## src/core/ext_int_pkg.sv

```systemverilog
`default_nettype none
package ext_int_pkg;

  // ************************************************************
  // Register map
  // ************************************************************
  localparam logic [7:0]  ADDR_STATUS_CONTROL = 8'h00;
  localparam logic [7:0]  ADDR_EVENT_STATUS   = 8'h04;
  localparam logic [7:0]  ADDR_EVENT_MASK     = 8'h08;
  localparam logic [31:0] READ_ZERO           = 32'h0000_0000;

  // ************************************************************
  // Field positions
  // ************************************************************
  localparam int BIT_DETECT_MODE     = 0;
  localparam int BIT_REQUEST_ENABLE  = 1;
  localparam int BIT_ACKNOWLEDGE     = 2;
  localparam int BIT_EVENT_FLAG      = 3;
  localparam int BIT_PIN_ENABLE      = 4;
  localparam int BIT_POLARITY_SELECT = 5;
  localparam int BIT_PULL_DISABLE    = 6;

  // ************************************************************
  // Reset values, write mask and responses
  // ************************************************************
  localparam logic [7:0] CONTROL_RESET = 8'h00;
  localparam logic [7:0] CONTROL_WMASK = 8'h73;
  localparam logic [0:0] MASK_RESET    = 1'h0;
  localparam logic [1:0] RESP_OKAY     = 2'h0;
  localparam logic [1:0] RESP_SLVERR   = 2'h2;

  // ************************************************************
  // Carriers
  // ************************************************************
  typedef struct packed {
    logic pull_up;
    logic pull_down;
  } pull_ctrl_type;

  typedef struct packed {
    logic pull_disable;
    logic polarity_select;
    logic pin_enable;
    logic request_enable;
    logic detect_mode;
  } control_type;

endpackage
`default_nettype wire

```

## src/core/ext_int_detector.sv

```systemverilog
`default_nettype none
module ext_int_detector (
  // Clock and reset
  input  wire logic              clk,
  input  wire logic              resetn,
  // Configuration
  input  wire ext_int_pkg::control_type ctrl,
  // Pin and events
  input  wire logic              pin,
  output logic                   event_hit,
  output logic                   level_active
);
  import ext_int_pkg::*;

  logic pin_q;
  logic pin_d;
  logic active;

  // ************************************************************
  // Polarity normalised detection
  // ************************************************************
  assign active       = ctrl.polarity_select ? pin : ~pin;
  assign level_active = ctrl.pin_enable & ctrl.detect_mode & active;

  always_comb begin
    pin_d     = active;
    event_hit = 1'b0;
    if (ctrl.pin_enable) begin
      event_hit = active & ~pin_q;
      if (ctrl.detect_mode) begin
        event_hit = active;
      end
    end
  end

  always_ff @(posedge clk or negedge resetn) begin
    if (!resetn) begin
      pin_q <= 1'b1;
    end else begin
      pin_q <= pin_d;
    end
  end

endmodule
`default_nettype wire

```

## src/core/ext_int_pin_logic.sv

```systemverilog
`default_nettype none
module ext_int_pin_logic (
  // Clock and reset
  input  wire logic                        CLK_SYS,
  input  wire logic                        RESETN,
  // AXI4-Lite write address
  input  wire logic                        AWVALID,
  output logic                             AWREADY,
  input  wire logic [7:0]                  AWADDR,
  // AXI4-Lite write data
  input  wire logic                        WVALID,
  output logic                             WREADY,
  input  wire logic [31:0]                 WDATA,
  input  wire logic [3:0]                  WSTRB,
  // AXI4-Lite write response
  output logic                             BVALID,
  input  wire logic                        BREADY,
  output logic [1:0]                       BRESP,
  // AXI4-Lite read address
  input  wire logic                        ARVALID,
  output logic                             ARREADY,
  input  wire logic [7:0]                  ARADDR,
  // AXI4-Lite read data
  output logic                             RVALID,
  input  wire logic                        RREADY,
  output logic [31:0]                      RDATA,
  output logic [1:0]                       RRESP,
  // Request pin and pull control
  input  wire logic                        EXT_INT_PIN,
  output ext_int_pkg::pull_ctrl_type       PULL_CTRL,
  // Interrupts
  output logic                             CPU_IRQ,
  output logic                             EVENT_IRQ
);
  import ext_int_pkg::*;

  // ************************************************************
  // State
  // ************************************************************
  control_type   ctrl_q;
  control_type   ctrl_d;
  logic          flag_q;
  logic          flag_d;
  logic          sticky_q;
  logic          sticky_d;
  logic          mask_q;
  logic          mask_d;
  logic          aw_q;
  logic          aw_d;
  logic          w_q;
  logic          w_d;
  logic [7:0]    awaddr_q;
  logic [7:0]    awaddr_d;
  logic [31:0]   wdata_q;
  logic [31:0]   wdata_d;
  logic          wlane_q;
  logic          wlane_d;
  logic          bvalid_q;
  logic          bvalid_d;
  logic [1:0]    bresp_q;
  logic [1:0]    bresp_d;
  logic          rvalid_q;
  logic          rvalid_d;
  logic [31:0]   rdata_q;
  logic [31:0]   rdata_d;
  logic [1:0]    rresp_q;
  logic [1:0]    rresp_d;
  logic          event_hit;
  logic          level_active;
  logic          do_write;
  logic          do_read;
  logic          ack_write;
  logic [7:0]    status_byte;
  pull_ctrl_type pull_d;
  pull_ctrl_type pull_q;

  // ************************************************************
  // Detector
  // ************************************************************
  ext_int_detector u_detector (
    .clk          (CLK_SYS),
    .resetn       (RESETN),
    .ctrl         (ctrl_q),
    .pin          (EXT_INT_PIN),
    .event_hit    (event_hit),
    .level_active (level_active)
  );

  // ************************************************************
  // Bus handshakes
  // ************************************************************
  assign AWREADY  = ~aw_q & ~bvalid_q;
  assign WREADY   = ~w_q & ~bvalid_q;
  assign ARREADY  = ~rvalid_q;
  assign do_write = aw_q & w_q & ~bvalid_q;
  assign do_read  = ARVALID & ARREADY;
  assign ack_write = do_write & (awaddr_q == ADDR_STATUS_CONTROL) & wlane_q
                     & wdata_q[BIT_ACKNOWLEDGE];

  // Status byte, top bit and acknowledge read zero
  always_comb begin
    status_byte = 8'h00;
    status_byte[BIT_DETECT_MODE]     = ctrl_q.detect_mode;
    status_byte[BIT_REQUEST_ENABLE]  = ctrl_q.request_enable;
    status_byte[BIT_EVENT_FLAG]      = flag_q;
    status_byte[BIT_PIN_ENABLE]      = ctrl_q.pin_enable;
    status_byte[BIT_POLARITY_SELECT] = ctrl_q.polarity_select;
    status_byte[BIT_PULL_DISABLE]    = ctrl_q.pull_disable;
  end

  always_comb begin
    aw_d     = aw_q;
    w_d      = w_q;
    awaddr_d = awaddr_q;
    wdata_d  = wdata_q;
    wlane_d  = wlane_q;
    bvalid_d = bvalid_q;
    bresp_d  = bresp_q;
    if (AWVALID && AWREADY) begin
      aw_d     = 1'b1;
      awaddr_d = AWADDR;
    end
    if (WVALID && WREADY) begin
      w_d     = 1'b1;
      wdata_d = WDATA;
      wlane_d = WSTRB[0];
    end
    if (do_write) begin
      aw_d     = 1'b0;
      w_d      = 1'b0;
      bvalid_d = 1'b1;
      bresp_d  = RESP_OKAY;
      if (awaddr_q != ADDR_STATUS_CONTROL && awaddr_q != ADDR_EVENT_STATUS && awaddr_q != ADDR_EVENT_MASK) begin
        bresp_d = RESP_SLVERR;
      end
    end else if (bvalid_q && BREADY) begin
      bvalid_d = 1'b0;
    end
  end

  always_comb begin
    rvalid_d = rvalid_q;
    rdata_d  = rdata_q;
    rresp_d  = rresp_q;
    if (do_read) begin
      rvalid_d = 1'b1;
      rresp_d  = RESP_OKAY;
      case (ARADDR)
        ADDR_STATUS_CONTROL: rdata_d = {24'h000000, status_byte};
        ADDR_EVENT_STATUS:   rdata_d = {31'h00000000, sticky_q};
        ADDR_EVENT_MASK:     rdata_d = {31'h00000000, mask_q};
        default: begin
          rdata_d = READ_ZERO;
          rresp_d = RESP_SLVERR;
        end
      endcase
    end else if (rvalid_q && RREADY) begin
      rvalid_d = 1'b0;
    end
  end

  // ************************************************************
  // Control, flag and interrupt state
  // ************************************************************
  always_comb begin
    ctrl_d   = ctrl_q;
    mask_d   = mask_q;
    flag_d   = flag_q;
    sticky_d = sticky_q;
    if (do_write && wlane_q && awaddr_q == ADDR_STATUS_CONTROL) begin
      ctrl_d.detect_mode     = wdata_q[BIT_DETECT_MODE];
      ctrl_d.request_enable  = wdata_q[BIT_REQUEST_ENABLE];
      ctrl_d.pin_enable      = wdata_q[BIT_PIN_ENABLE];
      ctrl_d.polarity_select = wdata_q[BIT_POLARITY_SELECT];
      ctrl_d.pull_disable    = wdata_q[BIT_PULL_DISABLE];
    end
    if (do_write && wlane_q && awaddr_q == ADDR_EVENT_MASK) begin
      mask_d = wdata_q[0];
    end
    if (ack_write && !level_active) begin
      flag_d = 1'b0;
    end
    if (do_read && ARADDR == ADDR_EVENT_STATUS) begin
      sticky_d = 1'b0;
    end
    if (event_hit) begin
      flag_d   = 1'b1;
      sticky_d = 1'b1;
    end
  end

  always_comb begin
    pull_d = '0;
    if (ctrl_q.pin_enable && !ctrl_q.pull_disable) begin
      pull_d.pull_down = ctrl_q.polarity_select;
      pull_d.pull_up   = ~ctrl_q.polarity_select;
    end
  end

  always_ff @(posedge CLK_SYS or negedge RESETN) begin
    if (!RESETN) begin
      ctrl_q   <= control_type'(CONTROL_RESET[4:0]);
      mask_q   <= MASK_RESET;
      flag_q   <= 1'b0;
      sticky_q <= 1'b0;
      pull_q   <= '0;
      aw_q     <= 1'b0;
      w_q      <= 1'b0;
      awaddr_q <= 8'h00;
      wdata_q  <= 32'h0000_0000;
      wlane_q  <= 1'b0;
      bvalid_q <= 1'b0;
      bresp_q  <= RESP_OKAY;
      rvalid_q <= 1'b0;
      rdata_q  <= READ_ZERO;
      rresp_q  <= RESP_OKAY;
    end else begin
      ctrl_q   <= ctrl_d;
      mask_q   <= mask_d;
      flag_q   <= flag_d;
      sticky_q <= sticky_d;
      pull_q   <= pull_d;
      aw_q     <= aw_d;
      w_q      <= w_d;
      awaddr_q <= awaddr_d;
      wdata_q  <= wdata_d;
      wlane_q  <= wlane_d;
      bvalid_q <= bvalid_d;
      bresp_q  <= bresp_d;
      rvalid_q <= rvalid_d;
      rdata_q  <= rdata_d;
      rresp_q  <= rresp_d;
    end
  end

  // ************************************************************
  // Outputs
  // ************************************************************
  assign BVALID    = bvalid_q;
  assign BRESP     = bresp_q;
  assign RVALID    = rvalid_q;
  assign RDATA     = rdata_q;
  assign RRESP     = rresp_q;
  assign PULL_CTRL = pull_q;
  assign CPU_IRQ   = flag_q & ctrl_q.request_enable;
  assign EVENT_IRQ = sticky_q & mask_q;
endmodule
`default_nettype wire

```

## config.mk

```make
export PLATFORM = sky130hd
export DESIGN_NAME = ext_int_pin_logic
export DESIGN_NICKNAME = d
export VERILOG_FILES = /design/src/core/ext_int_pkg.sv /design/src/core/ext_int_detector.sv /design/src/core/ext_int_pin_logic.sv
export SDC_FILE = /design/constraint.sdc
export NUM_CORES = 1
export LEC_CHECK = 0
export BUFFER_PORTS_ARGS = -buffer_cell sky130_fd_sc_hd__buf_2
export CAP_MARGIN = 20
export CORE_ASPECT_RATIO = 0.9
export CORE_MARGIN = 3
export CORE_UTILIZATION = 39
export DETAILED_ROUTE_END_ITERATION = 6
export PLACE_DENSITY = 0.76
export SLEW_MARGIN = 20
export SYNTH_ARGS = -nofsm -noshare
export SYNTH_HDL_FRONTEND = slang
export SYNTH_SLANG_ARGS = --single-unit
export TNS_END_PERCENT = 5
```

## constraint.sdc

```tcl
create_clock -name CLK_SYS -period 1.9 [get_ports CLK_SYS]
set_input_delay 0.095 -clock CLK_SYS [delete_from_list [all_inputs] [get_ports CLK_SYS]]
set_output_delay 0.095 -clock CLK_SYS [all_outputs]
set_load 0.02 [all_outputs]
```

Word level (Yosys, flattened, before mapping)
Cells that the tools add are included.
{"block": "word_totals", "regBits": 67, "input_bits": 60, "output_inout_bits": 45}
{"block": "op_classes", "eq_ne": 5, "n_mux": 19, "bitwise_logic": 20, "reduce_logical": 24}
{"op": "case mux 7 bit (3 select lines)", "n": 1}
{"op": "== test 8 x 4 -> 1 bit, second input constant", "n": 2}
{"op": "zero test 8 bit", "n": 2}
{"op": "two-way mux 1 bit", "n": 15}
{"op": "AND 1 bit", "n": 13}
{"op": "logical AND 1 bit", "n": 12}
{"op": "nonzero test 2 bit", "n": 6}
{"op": "== test 8 x 3 -> 1 bit, second input constant", "n": 1}
{"op": "inequality test 8 x 3 -> 1 bit, second input constant", "n": 1}
{"op": "inequality test 8 x 4 -> 1 bit, second input constant", "n": 1}
{"op": "nonzero test 8 bit", "n": 1}
{"op": "NOT 1 bit", "n": 7}
{"op": "two-way mux 2 bit", "n": 3}
{"op": "OR reduction 3 bit", "n": 1}
{"op": "zero test 1 bit", "n": 2}

Longest topological paths before layout
Gate-level depths: netlist (run 1).
{"block": "depth", "word_depth": 8, "ltp_mapped": 4, "mapped_depth_nobuf": 3}

Hierarchy
From an unflattened synthesis (run 1), not the netlist that was laid out.
{"block": "hier_totals", "cells_unflattened": 155, "area_unflattened_um2": 1788.0}
{"mod": "ext_int_pin_logic", "instances": 1, "cells_per_inst": 150, "area_per_inst_um2": 1734.2, "seq_area_each_um2": 925.9}
{"mod": "ext_int_detector", "instances": 1, "cells_per_inst": 5, "area_per_inst_um2": 53.8, "seq_area_each_um2": 26.3}

Least setup slack after synthesis (run 1)
No wires, ideal clock.
{"block": "synth_path", "path_type": "register to register", "from": "reg awaddr_q[1]", "to": "reg ctrl_q[0] (netlist name)", "arrival_ns": 1.669, "required_time_ns": 1.775, "setup_slack_ns": 0.107, "stages_incl_launch_ff": 4, "path_buffers": 0, "period_less_slack_ns": 1.793, "path_cell_list": "dfrtp_1 -> or4_4 -> nor4_4 -> mux2_2"}
{"block": "synth_between", "elab_chain_cells": 2}
{"element": "start, declared", "line_no": "ext_int_pin_logic.sv:52", "rtl": "logic [7:0] awaddr_q;"}
{"element": "start signal, assigned", "line_no": "ext_int_pin_logic.sv:225", "rtl": "awaddr_q <= awaddr_d;"}
{"element": "zero test 8 bit", "line_no": "ext_int_pin_logic.sv:170", "rtl": "if (do_write && wlane_q && awaddr_q == ADDR_STATUS_CONTROL) begin"}
{"element": "logical AND 1 bit", "line_no": "ext_int_pin_logic.sv:170"}
{"element": "end signal, assigned", "line_no": "ext_int_pin_logic.sv:202", "rtl": "ctrl_q <= control_type'(CONTROL_RESET[4:0]);"}
{"element": "end signal, assigned", "line_no": "ext_int_pin_logic.sv:218", "rtl": "ctrl_q <= ctrl_d;"}
{"element": "end, declared", "line_no": "ext_int_pin_logic.sv:40", "rtl": "control_type ctrl_q;"}
No other way between the ends.
A chain may end at the register's enable or synchronous reset.

Worst setup path after layout (run 1)
{"block": "layout_path", "from": "reg awaddr_q[3]", "to": "reg ctrl_q[2] (netlist name)"}
Same word-level chain as after synthesis.

==> results of run 1 <==
-- cell families (layout without fill, tap and decap cells) --
logic type	Yosys count	count (layout)
buffers and inverters	33	63
other	1	28
XOR/XNOR	1	1
flip-flops	38	38
AND/OR/NAND/NOR	41	41
multiplexers	22	22
AO/OA/AOI/OAI	17	17
-- layout by cell type (no fill, tap or decap) --
| master | synthesis | routed |
|---|---|---|
| a211oi_1 | 1 | 1 |
| a21bo_2 | 1 | 1 |
| a21o_1 | 1 | 1 |
| a2bb2oi_1 | 1 | 1 |
| a31oi_1 | 2 | 2 |
| a41oi_1 | 1 | 1 |
| and2_1 | 3 | 3 |
| and3b_1 | 1 | 1 |
| buf_2 | 0 | 47 |
| buf_4 | 28 | 3 |
| clkbuf_1 | 3 | 1 |
| clkbuf_8 | 0 | 5 |
| clkinv_2 | 0 | 2 |
| conb_1 | 1 | 28 |
| dfrtp_1 | 37 | 37 |
| dfstp_2 | 1 | 1 |
| dlygate4sd3_1 | 0 | 3 |
| inv_1 | 2 | 2 |
| mux2_2 | 21 | 21 |
| mux2i_1 | 1 | 1 |
| nand2_1 | 13 | 13 |
| nand2b_1 | 2 | 2 |
| nand3_1 | 3 | 3 |
| nand3b_1 | 2 | 2 |
| nand4_1 | 1 | 1 |
| nor2_1 | 5 | 5 |
| nor2b_1 | 4 | 4 |
| nor3b_1 | 1 | 1 |
| nor4_1 | 2 | 2 |
| nor4_4 | 1 | 1 |
| o21a_1 | 1 | 1 |
| o21ai_0 | 9 | 9 |
| or2_2 | 1 | 1 |
| or3b_2 | 1 | 1 |
| or4_4 | 1 | 1 |
| xnor2_1 | 1 | 1 |
-- cell type report --
cell class,count,share of cell area
Inverter,2,0.003559
Clock buffer,6,0.03440
Sequential cell,38,0.4514
Multi-Input combinational cell,109,0.3339
Clock inverter,2,0.004745
Timing Repair Buffer,53,0.1364
Tap cell,60,0.03559
-- repair_timing --
item / 4_1_cts / 5_1_grt
hold buffers: 3 / 0
gates resized for setup: 0 / 0
endpoints found under the hold margin: 39 / 0
setup endpoints to repair: 0 / 5
-- synthesized netlist by cell type, drive strengths merged, types with 3 or more instances --
| cell type | n |
|---|---|
| and2 | 3 |
| clkbuf | 3 |
| nand3 | 3 |
| mux2 | 21 |
| nor2b | 4 |
| o21ai | 9 |
| nor4 | 3 |
| nand2 | 13 |
| buf | 28 |
| dfrtp | 37 |
| nor2 | 5 |
-- per-stage QoR --
stage               setup slack [ps]  cell area, um^2  hold slack, ps  utilization  total power, mW
global route                   20.36             2110           23.89       0.4976            2.674
global placement               75.98             1997           239.2       0.4711            1.957
detailed placement             54.86             1997           232.9       0.4711            1.998
CTS                            34.84             2110           6.390       0.4976            2.527
finish                         86.64             2110           16.11       0.4976            2.489
floorplan                      106.7             1886          -200.6            -            1.818
-- flip-flops by register name, indices dropped and copies added (netlist names) --
name              cells
BRESP                 1
BVALID                1
PULL_CTRL             2
RDATA                 6
RRESP                 1
RVALID                1
aw_q                  1
awaddr_q              8
ctrl_q                5
flag_q                1
mask_q                1
sticky_q              1
u_detector.pin_q      1
w_q                   1
wdata_q               6
wlane_q               1
-- where the power goes --
group	total [mW]	switching (mW)	internal [mW]
sequential	1.24	0.169	1.07
clock	0.516	0.262	0.254
combinational	0.732	0.370	0.362
total	2.49	0.801	1.69
-- critical path: cells and delay by family, from the launching register on --
kind	cells	cell delay, ps
multiplexers	1	330
flip-flops	1	400
AND/OR/NAND/NOR	2	770
buffers and inverters	1	190
-- per-layer routing --
layer,GRT usage,share of wire,vias to the layer above
met5,0,0,-
met4,0.03557,0.0026,0
met3,0.05284,0.086,2
met2,0.1994,0.47,51
met1,0.1500,0.44,577
li1,-,-,581
-- worst max path at each step --
| stage | from | to | cells after the start |
|---|---|---|---|
| after detailed placement | awaddr_q[1] | ctrl_q[1] | 4 |
| after global routing | awaddr_q[3] | ctrl_q[2] | 4 |
| after global placement | awaddr_q[1] | ctrl_q[4] | 4 |
| final | awaddr_q[3] | ctrl_q[2] | 4 |
| after CTS | awaddr_q[1] | ctrl_q[1] | 4 |
| after floorplan | awaddr_q[1] | ctrl_q[0] | 3 |
==> results_dict.tcl, run 1 <==
set metrics [dict create \
    synth_xor_area_frac 0.004909 \
    rr_worst_depth 4 \
    synth_top_cell_by_area "dfrtp_1" \
    critPathKind "flop to flop" \
    ys.flop_type "dfrtp_1" \
    syn2layout_area_growth_pct 18.23 \
    die-height_um 70.17 \
    ant_nets 0 \
    cts-htree-levels 2 \
    synth.area.top_cells "dfrtp_1 (52%), mux2_2 (13%), buf_4 (12%)" \
    drt-vias-per-instance 4.485 \
    vias 1211 \
    min_from "EXT_INT_PIN" \
    regArea_um2 952.2 \
    synth_area_per_cell_um2 11.66 \
    grt_max_degree 39 \
    first_pass_iters 4 \
    multi_input_area_um2 704.4 \
    synthCells 153 \
    skew_ps 8.803 \
    drt_iter0_drc 19 \
    worst_setup_path_start_kind "flop" \
    finalMaxSlewViolations 0 \
    cp_slowest_cell "or3b_2" \
    synth_warnings 0 \
    seq_area_frac_synth 0.5337 \
    dp_hpwl_um 2402 \
    clkSinkCount 38 \
    fin_crit_sh 0.9544 \
    fmax_mhz 551.5 \
    cts_made_buffers 5 \
    route.detailed.drc 0 \
    start_util 0.4209 \
    whs_path_depth 2 \
    gr-total-overflow 0 \
    placed_cells 259 \
    ys_types 32 \
    drive_above_1_share 0.4000 \
    finalNonFillerCells 270 \
    hold_violations 0 \
    routedWlPerCell_um 11.57 \
    nets 269 \
    synthSimpleGateAreaFrac 0.1325 \
    period_minus_slack_ps 1813 \
    core_um2 4239 \
    status "completed" \
    synth_top_family_by_area "multiplexers" \
    async_flop_share 1.000 \
    synth_compound_area_frac 0.06031 \
    cp_max_fo 6 \
    ff2ff_setup_slack_ps 90 \
    antenna_cells 0 \
    grt_pass1_vias 1219 \
    fp-row-count 22 \
    cts_tree "yes" \
    fin_setup_tns_ps 0 \
    max_stage_delay_ps 510 \
    fill_cells 401 \
    peakVddDrop_v 0.0004418 \
    p_leak_nw 1.051 \
    rr_endpoint "ctrl_q[2]" \
    root_buffer "clkbuf_8" \
    setup_viol 0 \
    post_cts_buffers 0 \
    wl_um 3123 \
    r2r_start "awaddr_q[3]" \
    synth_edf_count 0 \
    whs_endpoint "u_detector.pin_q" \
    syn_area_um2 1784 \
    power.density_nw_per_um2 1180 \
    insertion_delay_ps 280 \
    crit_chain "or3b_2 > nor4_4 > buf_4 > mux2_2" \
    synth_top_area_share 0.5189 \
    cp.required_ps 2060 \
    cap_violations 0 \
    place.gp.congestion 0.7443 \
    ys_seq_elements 38 \
    grt_pass1_wl_um 5354 \
    clk_pin_slew_ps 70 \
    tightest_slew_ps 806.1 \
    portBuffers 47 \
    antenna_found_initial 0 \
    synth_mux_area_frac 0.1381 \
    cp.arrival_ps 1980 \
    max_slew_margin 0.4626 \
    synth_adder_area_share 0 \
    end_kind "flop" \
    die-area_um2 5423 \
    io_pins 105 \
    rsz0062_at_grt "false" \
    hold_path_class "input pin to flop" \
    track_usage 0.1235 \
    fp.dieW_um 77.30 \
    cts_buffer_depth 2 \
]
(Power assumes the default switching activity.)
==> run 2: changes to the inputs <==
--- a/config.mk
+++ b/config.mk
@@ -8,7 +8,7 @@
 export BUFFER_PORTS_ARGS = -buffer_cell sky130_fd_sc_hd__buf_2
 export CAP_MARGIN = 20
 export CORE_ASPECT_RATIO = 0.9
-export CORE_MARGIN = 3
+export CORE_MARGIN = 4
 export CORE_UTILIZATION = 39
 export DETAILED_ROUTE_END_ITERATION = 6
 export PLACE_DENSITY = 0.76
==> run 2 against run 1 <==
Hold slack lost 5.4 ps. Sequential cell count is the same. Largest power group unchanged. Critical path type unchanged. First-iteration DRC count grew 130%. Core utilization shrank 1.9 points. Global-route usage shrank 0.96 points.
==> results_dict.tcl, run 2 (same netlist as run 1, synthesis figures left out) <==
set metrics [dict create \
    p_leak_nw 1.053 \
    fin_crit_sh 0.9601 \
    largest_reg_flops 8 \
    cts_buffer_depth 2 \
    post-route-util 0.4785 \
    highest_layer "met4" \
    root_buffer "clkbuf_8" \
    rsz0062_at_grt "false" \
    max_slew_margin 0.4530 \
    timing.hold.ws_ps 10.75 \
    portBuffers 47 \
    cp_top_family "simple AND/OR/NAND/NOR gates" \
    fill_cells 423 \
    first_pass_iters 4 \
    p_int_mw 1.742 \
    fin_setup_tns_ps 0 \
    skew_ps 9.676 \
    route.detailed.drc 0 \
    status "completed" \
    fmax_mhz 548.2 \
    period_minus_slack_ps 1824 \
    final_cell_mix "buf_2 (47), dfrtp_1 (37), conb_1 (28), mux2_2 (21), nand2_1 (13)" \
    tightest_slew_ps 820.5 \
    max_stage_delay_ps 560 \
    cp_max_fo 6 \
    insertion_delay_ps 280 \
    fp.dieW_um 79.30 \
    worst_setup_path_start_kind "flop" \
    wl_um 3161 \
    drt-met1-wl_um 1290 \
    grt_pass1_wl_um 5106 \
    p_switching_mw 0.7899 \
    vias 1212 \
    sequentialPowerShare 0.490 \
    place.gp.congestion 0.6879 \
    drt_iter0_drc 44 \
    hold_path_class "input pin to flop" \
    cp.arrival_ps 1980 \
    power.density_nw_per_um2 1194 \
    io_pins 105 \
    gr-total-overflow 0 \
    setup_viol 0 \
    cts_tree "yes" \
    setup_ws_ps 75.74 \
    die-area_um2 5722 \
    drive_above_1_share 0.4000 \
    finalMaxSlewViolations 0 \
    largest_register "awaddr_q" \
    start_util 0.4026 \
    track_usage 0.1139 \
    dp_hpwl_um 2531 \
    core_um2 4432 \
    antenna_found_initial 0 \
    fp-row-count 23 \
    cap_violations 0 \
    clkSinkCount 38 \
    syn2layout_area_growth_pct 18.86 \
    crit_chain "or4_4 > nor4_4 > buf_6 > mux2_2" \
    cts-htree-levels 2 \
    routedWlPerCell_um 11.62 \
    cp_slowest_cell "or4_4" \
    hold_violations 0 \
    switching_share 0.3120 \
    drt-vias-per-instance 4.456 \
    peakVddDrop_v 0.0006279 \
    met2WireLength_um 1539 \
    dp_slack_ps 57.71 \
    dr_wl_met3_um 321 \
    cp.required_ps 2060 \
    ant_nets 0 \
    power_frac_clock 0.215 \
    critPathKind "flop to flop" \
    end_kind "flop" \
    critical_path_buf_inv_count 1 \
    power_frac_comb 0.295 \
    grt_max_degree 39 \
    nets 269 \
    grt_pass1_vias 1145 \
    final_common_cell "buf_2" \
    clk_pin_slew_ps 70 \
    die-height_um 72.17 \
    antenna_cells 0 \
    cts_made_buffers 5 \
]
==> run 2: cell types whose count changed in the layout (fill, tap and decap cells not counted) <==
cell,delta
dlygate4sd3_1,-1
clkbuf_1,+1
buf_6,+1
clkbuf_8,+1
clkinv_2,-2
==> run 2: per-layer routing <==
metal,track usage,vias to the layer above
met4,0.03435,0
met1,0.1386,580
li1,-,579
met2,0.1832,51
met3,0.05087,2
met5,0,-
==> run 2: power groups by stage <==
| stage | combinational, mW | clock, mW | sequential (mW) |
|---|---|---|---|
| 2_1_floorplan | 0.576 | 0 | 1.24 |
| 3_3_place_gp | 0.728 | 0 | 1.25 |
| 3_5_place_dp | 0.753 | 0 | 1.26 |
| 4_1_cts | 0.758 | 0.569 | 1.25 |
| 5_1_grt | 0.820 | 0.598 | 1.29 |
| 6_report | 0.748 | 0.543 | 1.24 |
==> run 2: path summary, 6_finish.rpt <==
check / start / end / slack (ps) / cells after the start
max in group asynchronous: RESETN / ctrl_q[1] / 940 / 2
hold / removal: BREADY / BVALID / 10 / 2
hold reg to reg: wdata_q[2] / flag_q / 440 / 1
setup reg to reg: awaddr_q[1] / ctrl_q[2] / 80 / 4
setup / recovery: awaddr_q[1] / ctrl_q[2] / 80 / 4
min in group asynchronous: RESETN / sticky_q / 450 / 2
==> run 2: what timing repair did <==
action | in CTS | in global routing
hold buffers | 2 | 0
endpoints found under the setup margin | 0 | 2
endpoints found under the hold margin | 38 | 0
setup buffers | 0 | 0
gates resized for setup | 0 | 1
==> run 2: cell type report <==
| cell class | count | area (um^2) | share of cell area |
|---|---|---|---|
| clock buffers | 8 | 90.09 | 0.04248 |
| inverters | 2 | 7.507 | 0.003540 |
| multi-input cells | 109 | 704.4 | 0.3322 |
| flip-flops and latches | 38 | 952.2 | 0.4490 |
| well taps | 62 | 77.57 | 0.03658 |
| repair buffers | 53 | 289.0 | 0.1363 |
==> run 2: through the flow <==
step	cells	cell area (um^2)	power [mW]
floorplan	180	1886	1.818
global placement	262	2007	1.974
detailed placement	262	2007	2.015
CTS	272	2117	2.572
global route	272	2121	2.706
finish	272	2121	2.532
==> run 2: worst reg2reg max path, delay by kind of cell (launching register included) <==
kind / cells / cell delay [ps]
AND/OR/NAND/NOR: 2 / 850
flip-flops: 1 / 370
multiplexers: 1 / 330
buffers and inverters: 1 / 160
==> run 3: changes to the inputs <==
--- a/config.mk
+++ b/config.mk
@@ -11,7 +11,7 @@
 export CORE_MARGIN = 4
 export CORE_UTILIZATION = 39
 export DETAILED_ROUTE_END_ITERATION = 6
-export PLACE_DENSITY = 0.76
+export PLACE_DENSITY = 0.84
 export SLEW_MARGIN = 20
 export SYNTH_ARGS = -nofsm -noshare
 export SYNTH_HDL_FRONTEND = slang
==> run 3 against run 2 <==
Core utilization grew 0.17 points. Combinational power increased by 0.7%. Highest routed layer unchanged. Total power is 0.19% higher. Maximum frequency grew 1.8%. Clock power barely moved. Sequential cell count unchanged. Largest power group unchanged. First-iteration DRC count fell by 20%.
==> results_dict.tcl, run 3 (same netlist as run 1, synthesis figures left out) <==
set metrics [dict create \
    power_frac_clock 0.215 \
    power_frac_comb 0.297 \
    p_int_mw 1.741 \
    max_slew_margin 0.4589 \
    finalMaxSlewViolations 0 \
    cts_buffer_depth 2 \
    wl_um 3179 \
    clk_pin_slew_ps 70 \
    setup_viol 0 \
    period_minus_slack_ps 1791 \
    cp.required_ps 2060 \
    first_pass_iters 4 \
    fin_setup_tns_ps 0 \
    skew_ps 4.019 \
    timing.hold.ws_ps 18.29 \
    route.detailed.drc 0 \
    drive_above_1_share 0.4028 \
    grt_pass1_wl_um 5085 \
    switching_share 0.3139 \
    fp.dieW_um 79.30 \
    setup_ws_ps 108.6 \
    cts_made_buffers 5 \
    syn2layout_area_growth_pct 19.28 \
    hold_path_class "input pin to flop" \
    post_cts_buffers 0 \
    final_common_cell "buf_2" \
    worst_setup_path_start_kind "flop" \
    place.gp.congestion 0.6992 \
    drt_iter0_drc 35 \
    largest_reg_flops 8 \
    sequentialPowerShare 0.488 \
    dp_hpwl_um 2532 \
    status "completed" \
    die-area_um2 5722 \
    insertion_delay_ps 280 \
    ant_nets 0 \
    grt_max_degree 39 \
    fill_cells 421 \
    drt-vias-per-instance 4.344 \
    cp.arrival_ps 1960 \
    start_util 0.4026 \
    antenna_cells 0 \
    nets 270 \
    critPathKind "flop to flop" \
    clkSinkCount 38 \
    final_cell_mix "buf_2 (47), dfrtp_1 (37), conb_1 (28), mux2_2 (21), nand2_1 (13)" \
    rsz0062_at_grt "false" \
    largest_register "awaddr_q" \
    core_um2 4432 \
    peakVddDrop_v 0.0006219 \
    gr-total-overflow 0 \
    routedWlPerCell_um 11.64 \
    regArea_um2 952.2 \
    fin_crit_sh 0.9428 \
    tightest_slew_ps 811.6 \
    root_buffer "clkbuf_8" \
    vias 1186 \
    grt_pass1_vias 1096 \
    antenna_found_initial 0 \
    multi_input_area_um2 704.4 \
    cap_violations 0 \
    power.density_nw_per_um2 1192 \
    design_area_um2 2128 \
    hold_violations 0 \
    fmax_mhz 558.2 \
    end_kind "flop" \
    dp_slack_ps 66.62 \
    p_switching_mw 0.7964 \
    die-height_um 72.17 \
    p_leak_nw 1.059 \
    io_pins 105 \
    placed_cell_area_um2 2007 \
    track_usage 0.1156 \
    cp_max_fo 6 \
    cts_tree "yes" \
    fp-row-count 23 \
    cts-htree-levels 2 \
    post_cts_resized 0 \
    portBuffers 47 \
]
-- run 3: changes by cell type in the layout (fill, tap and decap cells not counted), sizes merged --
cell | before | now
dlygate4sd3 | 2 | 3
clkbuf | 8 | 7
clkinv | 0 | 1
-- run 3: final timing paths --
| check | from | end | slack, ps | cells after the start |
|---|---|---|---|---|
| hold / removal | EXT_INT_PIN | u_detector.pin_q | 20 | 2 |
| min in group asynchronous | RESETN | PULL_CTRL[0] | 440 | 2 |
| max in group asynchronous | RESETN | ctrl_q[2] | 940 | 2 |
| setup / recovery | awaddr_q[3] | ctrl_q[1] | 110 | 4 |
| hold reg to reg | wdata_q[2] | flag_q | 440 | 1 |
| setup reg to reg | awaddr_q[3] | ctrl_q[1] | 110 | 4 |
-- run 3: area by class of cell --
cell class / count / share of cell area
clock buffer: 7 / 0.04056
clock inverter: 1 / 0.002352
inverter: 2 / 0.003527
multi-input combinational: 109 / 0.3310
sequential: 38 / 0.4474
tap: 62 / 0.03645
timing repair buffer: 54 / 0.1387
-- run 3: worst max-delay path: stages, from the launching register on --
cell	delay, ps
dfrtp_1	400
or3b_2	500
nor4_4	250
buf_4	190
mux2_2	340
-- run 3: metrics by stage --
stage,util,total power [mW],instances
after floorplan,-,1.818,180
after global placement,0.4529,1.970,262
after detailed placement,0.4529,2.015,262
after CTS,0.4802,2.577,273
after global routing,0.4802,2.722,273
final,0.4802,2.537,273
-- run 3: power groups by stage --
stage | combinational [mW] | sequential (mW) | clock, mW
global route | 0.831 | 1.28 | 0.609
finish | 0.753 | 1.24 | 0.546
detailed placement | 0.757 | 1.26 | 0
CTS | 0.765 | 1.24 | 0.567
floorplan | 0.576 | 1.24 | 0
global placement | 0.729 | 1.24 | 0
-- run 3: timing repair --
action / in CTS / in global routing
hold buffers: 3 / 0
setup endpoints to repair: 0 / 5
endpoints found under the hold margin: 39 / 0
-- run 3: metal layers --
layer | up-vias | routed length, um | GRT usage | share of wire
li1 | 584 | - | - | -
met1 | 552 | 1318 | 0.1432 | 0.41
met2 | 48 | 1527 | 0.1822 | 0.48
met3 | 2 | 316 | 0.05335 | 0.099
met4 | 0 | 16 | 0.03435 | 0.0050
met5 | - | 0 | 0 | 0
